==> src/dwb_cfg.svh <==
// Constants for the write-burst timing block
`ifndef DWB_CFG_SVH
`define DWB_CFG_SVH

// Burst-length field codes of mode_register_zero
`define DWB_BL_EIGHT 2'h0
`define DWB_BL_PER_COMMAND 2'h1
`define DWB_BL_FIXED_CHOP 2'h2

// Clocks from first data beat to the recovery reference edge
`define DWB_SLOT_CLOCKS 7'h04
`define DWB_FIXED_CHOP_CLOCKS 7'h02

// Pipeline stage plus output register ahead of every event
`define DWB_OUT_STAGES 7'h02

// Data-window hold counts after the first beat clock
`define DWB_EIGHT_HOLD 2'h3
`define DWB_CHOP_HOLD 2'h1

// Delay-line depth covers the largest latency sum plus the slots
`define DWB_PIPE_DEPTH 64
`define DWB_NUM_BANKS 16
`define DWB_BANK_W 4
`define DWB_WR_W 5

`endif

==> src/dwb_pkg.sv <==
// Types shared by the write-burst timing modules
package dwb_pkg;

  typedef enum logic [2:0] {
    BURST_EIGHT = 3'h1,
    BURST_PER_COMMAND_CHOP = 3'h2,
    BURST_FIXED_CHOP = 3'h4
  } dwb_burst_type;

  typedef struct packed {
    logic valid;
    logic fixed;
    logic chop;
  } dwb_start_type;

  typedef struct packed {
    logic valid;
    logic auto_pre;
    logic [3:0] bank;
  } dwb_ref_type;

endpackage : dwb_pkg

==> src/dwb_ap_if.sv <==
// Recovery reference hand-off between the burst timer and the auto-precharge timers
`timescale 1ns/100ps
`default_nettype none
interface dwb_ap_if;
  logic ref_valid;
  logic auto_pre;
  logic [3:0] bank;
  logic [4:0] wr_count;
  logic pre_pulse;
  logic [3:0] pre_bank;

  modport burst (
    output ref_valid,
    output auto_pre,
    output bank,
    output wr_count,
    input pre_pulse,
    input pre_bank
  );

  modport timer (
    input ref_valid,
    input auto_pre,
    input bank,
    input wr_count,
    output pre_pulse,
    output pre_bank
  );
endinterface : dwb_ap_if
`default_nettype wire

==> src/dwb_ap_timer.sv <==
// Per-bank write recovery timers that launch the internal precharge after auto-precharge writes
`timescale 1ns/100ps
`default_nettype none
`include "dwb_cfg.svh"
module dwb_ap_timer #(
  parameter int NUM_BANKS = `DWB_NUM_BANKS
) (
  // Clock and reset
  input wire logic i_clk,
  input wire logic i_rst,
  // Reference and precharge hand-off
  dwb_ap_if.timer ap
);

  logic [4:0] cnt_q [NUM_BANKS];
  logic [NUM_BANKS-1:0] due;
  logic [NUM_BANKS-1:0] grant;
  logic pre_pulse_q;
  logic [3:0] pre_bank_q;
  logic [4:0] load_value;

  // Lowest-numbered due bank wins; others keep waiting at one
  function automatic logic [NUM_BANKS-1:0] lowest_one(input logic [NUM_BANKS-1:0] v);
    logic [NUM_BANKS-1:0] r;
    r = v & (~v + 1'b1);
    return r;
  endfunction : lowest_one

  function automatic logic [3:0] bank_index(input logic [NUM_BANKS-1:0] onehot);
    logic [3:0] idx;
    idx = 4'h0;
    for (int b = 0; b < NUM_BANKS; b++) begin
      if (onehot[b]) begin
        idx = 4'(b);
      end
    end
    return idx;
  endfunction : bank_index

  // Counter lands on one at the clock before the precharge edge
  assign load_value = ap.wr_count - 5'h01;
  assign grant = lowest_one(due);
  assign ap.pre_pulse = pre_pulse_q;
  assign ap.pre_bank = pre_bank_q;

  for (genvar b = 0; b < NUM_BANKS; b++) begin : g_bank
    logic load;
    assign due[b] = (cnt_q[b] == 5'h01);
    assign load = ap.ref_valid && ap.auto_pre && (ap.bank == 4'(b));
    always_ff @(posedge i_clk or posedge i_rst) begin
      if (i_rst) begin
        cnt_q[b] <= 5'h00;
      end else if (load) begin
        cnt_q[b] <= load_value;
      end else if (cnt_q[b] > 5'h01 || grant[b]) begin
        cnt_q[b] <= cnt_q[b] - 5'h01;
      end
    end
  end

  always_ff @(posedge i_clk or posedge i_rst) begin
    if (i_rst) begin
      pre_pulse_q <= 1'b0;
      pre_bank_q <= 4'h0;
    end else begin
      pre_pulse_q <= |due;
      pre_bank_q <= bank_index(grant);
    end
  end

endmodule : dwb_ap_timer
`default_nettype wire

==> src/dwb_write_timing.sv <==
// Write-burst length selection, data window and recovery reference timing inside the memory device
`timescale 1ns/100ps
`default_nettype none
`include "dwb_cfg.svh"
module dwb_write_timing #(
  parameter int PIPE_DEPTH = `DWB_PIPE_DEPTH
) (
  // Clock and reset
  input wire logic i_clk,
  input wire logic i_rst,
  // Write command from the controller
  input wire logic i_wr_cmd,
  input wire logic i_wr_auto_pre,
  input wire logic i_chop_select_bit,
  input wire logic [1:0] i_bank_group,
  input wire logic [1:0] i_bank,
  // Mode settings
  input wire logic [1:0] i_burst_len_field,
  input wire logic [4:0] i_additive_latency,
  input wire logic [4:0] i_write_latency,
  input wire logic i_parity_en,
  input wire logic [2:0] i_parity_latency,
  input wire logic [4:0] i_write_recovery,
  // Burst timing outputs
  output logic o_data_window,
  output logic o_burst_chop,
  output logic o_burst_fixed,
  output logic o_recovery_ref,
  // Internal precharge
  output logic o_int_precharge,
  output logic [3:0] o_int_precharge_bank
);

  localparam int IW = $clog2(PIPE_DEPTH);

  dwb_pkg::dwb_start_type start_pipe_q [PIPE_DEPTH];
  dwb_pkg::dwb_ref_type ref_pipe_q [PIPE_DEPTH];
  dwb_pkg::dwb_burst_type wr_kind;
  dwb_pkg::dwb_start_type new_start;
  dwb_pkg::dwb_ref_type new_ref;
  logic wr_chop;
  logic wr_fixed;
  logic [2:0] parity_add;
  logic [6:0] lat_base;
  logic [6:0] ref_offset;
  logic [IW-1:0] start_idx;
  logic [IW-1:0] ref_idx;
  logic [1:0] beat_cnt_q;
  logic data_window_q;
  logic burst_chop_q;
  logic burst_fixed_q;
  logic recovery_ref_q;
  logic ref_ap_q;
  logic [3:0] ref_bank_q;

  dwb_ap_if ap_if ();

  function automatic dwb_pkg::dwb_burst_type burst_kind(input logic [1:0] field, input logic chop_bit);
    dwb_pkg::dwb_burst_type k;
    k = dwb_pkg::BURST_EIGHT;
    // The reserved code 11 falls back to eight beats
    case (field)
      `DWB_BL_EIGHT: k = dwb_pkg::BURST_EIGHT;
      `DWB_BL_PER_COMMAND: k = chop_bit ? dwb_pkg::BURST_EIGHT : dwb_pkg::BURST_PER_COMMAND_CHOP;
      `DWB_BL_FIXED_CHOP: k = dwb_pkg::BURST_FIXED_CHOP;
      default: k = dwb_pkg::BURST_EIGHT;
    endcase
    return k;
  endfunction : burst_kind

  // Length decided from the chop bit sampled with this very command
  assign wr_kind = burst_kind(i_burst_len_field, i_chop_select_bit);
  assign wr_chop = (wr_kind != dwb_pkg::BURST_EIGHT);
  assign wr_fixed = (wr_kind == dwb_pkg::BURST_FIXED_CHOP);

  // Parity latency shifts both the data and the reference edge
  assign parity_add = i_parity_en ? i_parity_latency : 3'h0;
  assign lat_base = {2'h0, i_additive_latency} + {2'h0, i_write_latency} + {4'h0, parity_add};
  // Per-command chop still owns four bus slots; only fixed chop frees them
  assign ref_offset = wr_fixed ? `DWB_FIXED_CHOP_CLOCKS : `DWB_SLOT_CLOCKS;
  assign start_idx = IW'(lat_base - `DWB_OUT_STAGES);
  assign ref_idx = IW'(lat_base + ref_offset - `DWB_OUT_STAGES);

  assign new_start = '{valid: 1'b1, fixed: wr_fixed, chop: wr_chop};
  assign new_ref = '{valid: 1'b1, auto_pre: i_wr_auto_pre, bank: {i_bank_group, i_bank}};

  // Delay lines: each entry walks toward slot zero one clock at a time
  for (genvar i = 0; i < PIPE_DEPTH; i++) begin : g_pipe
    dwb_pkg::dwb_start_type start_next;
    dwb_pkg::dwb_ref_type ref_next;
    logic start_ins;
    logic ref_ins;
    if (i == PIPE_DEPTH - 1) begin : g_last
      assign start_next = '0;
      assign ref_next = '0;
    end else begin : g_mid
      assign start_next = start_pipe_q[i+1];
      assign ref_next = ref_pipe_q[i+1];
    end
    assign start_ins = i_wr_cmd && (start_idx == IW'(i));
    assign ref_ins = i_wr_cmd && (ref_idx == IW'(i));
    always_ff @(posedge i_clk or posedge i_rst) begin
      if (i_rst) begin
        start_pipe_q[i] <= '0;
        ref_pipe_q[i] <= '0;
      end else begin
        start_pipe_q[i] <= start_ins ? new_start : start_next;
        ref_pipe_q[i] <= ref_ins ? new_ref : ref_next;
      end
    end
  end

  // Data window: four clocks for eight beats, two for a chopped burst
  always_ff @(posedge i_clk or posedge i_rst) begin
    if (i_rst) begin
      beat_cnt_q <= 2'h0;
      data_window_q <= 1'b0;
      burst_chop_q <= 1'b0;
      burst_fixed_q <= 1'b0;
    end else if (start_pipe_q[0].valid) begin
      beat_cnt_q <= start_pipe_q[0].chop ? `DWB_CHOP_HOLD : `DWB_EIGHT_HOLD;
      data_window_q <= 1'b1;
      burst_chop_q <= start_pipe_q[0].chop;
      burst_fixed_q <= start_pipe_q[0].fixed;
    end else begin
      beat_cnt_q <= (beat_cnt_q != 2'h0) ? beat_cnt_q - 2'h1 : 2'h0;
      data_window_q <= (beat_cnt_q != 2'h0);
    end
  end

  always_ff @(posedge i_clk or posedge i_rst) begin
    if (i_rst) begin
      recovery_ref_q <= 1'b0;
      ref_ap_q <= 1'b0;
      ref_bank_q <= 4'h0;
    end else begin
      recovery_ref_q <= ref_pipe_q[0].valid;
      ref_ap_q <= ref_pipe_q[0].auto_pre;
      ref_bank_q <= ref_pipe_q[0].bank;
    end
  end

  assign ap_if.ref_valid = recovery_ref_q;
  assign ap_if.auto_pre = ref_ap_q;
  assign ap_if.bank = ref_bank_q;
  assign ap_if.wr_count = i_write_recovery;

  dwb_ap_timer #(
    .NUM_BANKS(`DWB_NUM_BANKS)
  ) u_ap_timer (
    .i_clk(i_clk),
    .i_rst(i_rst),
    .ap(ap_if.timer)
  );

  assign o_data_window = data_window_q;
  assign o_burst_chop = burst_chop_q;
  assign o_burst_fixed = burst_fixed_q;
  assign o_recovery_ref = recovery_ref_q;
  assign o_int_precharge = ap_if.pre_pulse;
  assign o_int_precharge_bank = ap_if.pre_bank;

  // Plain setting: no additive or parity latency, write latency nine
  logic base_cfg;
  assign base_cfg = (i_additive_latency == 5'h00) && (i_write_latency == 5'h09) && !i_parity_en;

  a_eight_beat_len: assert property (@(posedge i_clk) disable iff (i_rst)
    i_wr_cmd && base_cfg && (i_burst_len_field == 2'h0)
    |-> ##9 (o_data_window && !o_burst_chop) [*4] ##1 o_recovery_ref)
    else $error("eight-beat write window or reference misplaced");

  a_otf_chop_len: assert property (@(posedge i_clk) disable iff (i_rst)
    i_wr_cmd && base_cfg && (i_burst_len_field == 2'h1) && !i_chop_select_bit
    |-> ##9 (o_data_window && o_burst_chop && !o_burst_fixed) ##4 o_recovery_ref)
    else $error("per-command chop write misplaced");

  a_fixed_chop_len: assert property (@(posedge i_clk) disable iff (i_rst)
    i_wr_cmd && base_cfg && (i_burst_len_field == 2'h2)
    |-> ##9 (o_data_window && o_burst_chop && o_burst_fixed) ##1 o_data_window ##1 o_recovery_ref)
    else $error("fixed chop write misplaced");

  a_per_cmd_chop: assert property (@(posedge i_clk) disable iff (i_rst)
    i_wr_cmd && base_cfg && (i_burst_len_field == 2'h1)
    |-> ##9 (o_burst_chop != $past(i_chop_select_bit, 9)))
    else $error("burst length not taken from its own command");

  a_fixed_ref_early: assert property (@(posedge i_clk) disable iff (i_rst)
    $rose(o_data_window) && o_burst_fixed |-> ##2 o_recovery_ref)
    else $error("fixed chop reference not two clocks after first beat");

  a_parity_delay: assert property (@(posedge i_clk) disable iff (i_rst)
    i_wr_cmd && (i_additive_latency == 5'h00) && (i_write_latency == 5'h09) && i_parity_en
    && (i_parity_latency == 3'h4) && (i_burst_len_field == 2'h0)
    |-> ##13 o_data_window ##4 o_recovery_ref)
    else $error("parity latency not applied to write timing");

  a_auto_pre_wait: assert property (@(posedge i_clk) disable iff (i_rst)
    i_wr_cmd && i_wr_auto_pre && base_cfg && (i_burst_len_field == 2'h0) && (i_write_recovery == 5'h0C)
    |-> ##13 o_recovery_ref ##12 (o_int_precharge && o_int_precharge_bank == $past({i_bank_group, i_bank}, 25)))
    else $error("internal precharge not at recovery count after reference");

endmodule : dwb_write_timing
`default_nettype wire

==> config.mk <==
export PLATFORM = sky130hd
export DESIGN_NAME = dwb_write_timing
export DESIGN_NICKNAME = d
export VERILOG_FILES = /design/src/dwb_pkg.sv /design/src/dwb_ap_if.sv /design/src/dwb_ap_timer.sv /design/src/dwb_write_timing.sv
export VERILOG_INCLUDE_DIRS = /design/src
export SDC_FILE = /design/constraint.sdc
export NUM_CORES = 1
export LEC_CHECK = 0
export ABC_CLOCK_PERIOD_IN_PS = 21400
export BUFFER_PORTS_ARGS = -buffer_cell sky130_fd_sc_hd__buf_4
export CORE_ASPECT_RATIO = 0.75
export CORE_UTILIZATION = 57
export CTS_BUF_LIST = sky130_fd_sc_hd__clkbuf_16
export DETAILED_ROUTE_END_ITERATION = 8
export HOLD_SLACK_MARGIN = 0.05
export PLACE_DENSITY = 0.82
export SLEW_MARGIN = 10
export SYNTH_ARGS = -nofsm -noshare
export SYNTH_HDL_FRONTEND = slang
export SYNTH_SLANG_ARGS = --single-unit
==> constraint.sdc <==
create_clock -name i_clk -period 21.4 [get_ports i_clk]
set_input_delay 3.21 -clock i_clk [delete_from_list [all_inputs] [get_ports i_clk]]
set_output_delay 3.21 -clock i_clk [all_outputs]
set_load 0.03 [all_outputs]
==> impl_metrics.yaml <==
grt:
  grt_max_degree: 194
  overflow: 0
  grt_pass1_vias: 17200
  grt_pass1_wl_mm: 94.3
  track_usage: 0.237
  antenna_found_initial: 0
critical_path:
  critPathKind: "in -> reg"
  reg2reg_depth: 8
  path_cells: "buf_4 > nand2_1 > fa_1 > inv_1 > ha_1 > inv_1 > fa_1 > xnor2_1 > inv_1 > ha_1 > a21o_1 > a21oi_1 > xnor3_2 > xor2_4 > buf_4 > nand3_4 > mux2_1"
  crit_required_ns: 21.87
  worst_setup_path_start_kind: "input port"
  crit_top_cell: "inv_1"
  slowest_delay_ns: 0.76
  path_max_fanout: 32
  cp_slowest_cell: "buf_4"
  crit_path_end_kind: "flop"
  worstPathArrival_ns: 7.74
floorplan:
  initial_utilization: 0.578
  die_w_um: 259
  die-area_um2: 50400
  die_h_um: 195
  placementRows: 70
  coreArea_um2: 48800
  ioPinCount: 39
yosys:
  synth_top_area_cell: "dfrtp_1"
  synth_area_um2: 28200
  synth-main-ff-cell: "dfrtp_1"
  syn_avg_cell_area_um2: 13.5
  async_reset_ff_frac: 1.00
  seq_area_frac_synth: 0.596
  yosysWarnings: 0
  netlist_instances: 2084
  synth.distinct_cells: 68
  yosysTopAreaCellShare: 0.596
  synthTopCellsByArea: "dfrtp_1 60%, mux2_2 13%, mux2_1 5.1%, ha_1 2.0%, nand2b_1 2.0%"
  syn-num-nets: 2165
  synth_edf_count: 0
  ys_ff_latch: 672
clock_tree:
  cts.sink_count: 672
  postCtsHoldBufs: 0
  cts_made_buffers: 58
  post_cts_resized: 0
  cts.reportedPaths.clkPinSlew_ns: 0.07
  clock_path_buffers: 3
  clockRootBuffer: "clkbuf_16"
  cts_setup_buffers: 0
  cts_tree: "yes"
  clock_latency_ns: 0.64
  cts_htree_levels: 2
placed_design:
  hpwl_mm: 34.4
  globalplace.congestion: 0.845
  port_buffers: 38
detailed_routing:
  drt-initial-drc-count: 1463
  wl_per_cell_um: 20.4
  drt_first_pass_iters: 5
  postRouteAntennaNets: 0
  drc_errors: 0
  vias: 16100
  viasPerCell: 5.70
  wl_mm: 57.4
hold_path:
  hp-class: "reg -> reg"
  whs_path_depth: 0
cells_and_area:
  layout_commonest_cell: "dfrtp_1"
  nets: 2200
  layout-drive-gt1-share: 0.270
  syn_to_final_growth_pct: 10.1
  fillers: 3434
  num_antenna_cells: 0
  postLayoutCoreUtil: 0.637
  final_cell_mix: "672 x dfrtp_1, 319 x mux2_2, 127 x mux2_1"
sta:
  setup_tns_ns: 0
  hold_violations: 0
  fin_worst_skew_ns: 0.0560
  fin_crit_ns: 7.27
  setup_violations: 0
  relSlewSlack: 0.186
  rsz0062_at_grt: "false"
  worst-slew-pin-transition_ns: 1.22
  fin_hold_ws_ns: 0.349
  max_freq_mhz: 138
  slew_violations: 0
  finalCritPeriodShare: 0.340
pwr:
  powerDensity_nw_per_um2: 139
  report.power.total_mw: 4.32
  max-vdd-ir-drop_uv: 126
  p_leak_nw: 15.4
status:
  status: "completed"
flow_run:
  maxCapViolCount: 0
[kinds of logic after synthesis]
logic type / after synthesis / synth area share
fa+ha+maj: 51 / 0.0239
compound gates: 129 / 0.0318
simple gates: 564 / 0.121
mux: 463 / 0.184
buf+inv: 141 / 0.0201
xor+xnor: 64 / 0.0235
flops: 672 / 0.596
[Yosys cell counts (4+ instances only)]
cell type  count
mux2_1       127
xnor2_1       24
a22oi_1        7
nor3_1        35
a211oi_1      28
dfrtp_1      672
nor3_4        18
clkbuf_1      53
o31a_1         7
inv_1         62
mux2_2       319
buf_1         16
or2_2         57
nor4b_1       10
nand2b_1      88
nor2_1       126
o21ai_0       20
or4b_2         7
and2_1         8
nor3b_1        5
nand2_1       99
nor3_2         4
o22ai_1       12
nand3_4       20
nor2b_1        8
mux2i_1       17
fa_1           5
nand3_1       41
a21oi_1       32
or4_1          5
xor2_1        34
or3_1         14
ha_1          46
[critical path: cells and delay by family]
kind,cells,cell delay [ns]
AO/OA/AOI/OAI,2,0.33
XOR/XNOR,3,1.03
buffers and inverters,5,1.16
adder cells (fa/ha/maj),4,1.29
multiplexers,1,0.38
AND/OR/NAND/NOR,2,0.31
[final cells by class]
| type | instances | area, um2 | share of cell area |
|---|---|---|---|
| Inverter | 63 | 240 | 0.00773 |
| Tap cell | 648 | 811 | 0.0261 |
| Clock buffer | 59 | 1480 | 0.0475 |
| Multi-Input combinational cell | 1271 | 10900 | 0.350 |
| Timing Repair Buffer | 53 | 427 | 0.0137 |
| Sequential cell | 672 | 16800 | 0.541 |
| Clock inverter | 50 | 425 | 0.0137 |
[flip-flops by register name (all words and copies together), names as in the netlist, 2 cells and up]
| name | flops |
|---|---|
| u_ap_timer.cnt_q | 80 |
| u_ap_timer.ap.pre_bank | 4 |
| start_pipe_q | 3 |
| beat_cnt_q | 2 |
| ap_if.bank | 4 |
| ref_pipe_q | 6 |
| g_pipe.start_next | 189 |
| g_pipe.ref_next | 378 |
[power by group]
part | switching, mW | total (mW) | internal [mW]
Sequential | 0.205 | 1.94 | 1.74
Clock | 0.475 | 1.05 | 0.575
Combinational | 0.765 | 1.32 | 0.559
[worst paths after layout]
kind / startpoint / to / slack (ns)
worst max register to register: u_ap_timer.cnt_q[21] / u_ap_timer.cnt_q[16] / 18.52
max in group asynchronous: i_rst / g_pipe[10].ref_next[1] / 16.26
worst max-delay path: i_parity_en / g_pipe[12].ref_next[2] / 14.13
min in group asynchronous: i_rst / u_ap_timer.cnt_q[55] / 2.71
worst min-delay path: ref_pipe_q[381] / ap_if.bank[3] / 0.35
worst min register to register: ref_pipe_q[381] / ap_if.bank[3] / 0.35
[metrics by stage]
stage | instance area (um2) | instances | setup WS (ns)
3_5_place_dp | 29200 | 2707 | 13.52
4_1_cts | 31100 | 2816 | 14.14
6_report | 31100 | 2816 | 14.13
5_1_grt | 31100 | 2816 | 13.84
2_1_floorplan | 28200 | 2084 | 9.00
3_3_place_gp | 29200 | 2707 | 13.66
[layer usage]
metal | vias up | part of all wire | GRT usage
met5 | - | 0 | 0
met4 | 0 | 0.022 | 0.0677
met3 | 102 | 0.062 | 0.0505
met2 | 420 | 0.46 | 0.364
met1 | 8288 | 0.45 | 0.342
li1 | 7243 | - | -
Power figures use the tool's default switching activity.
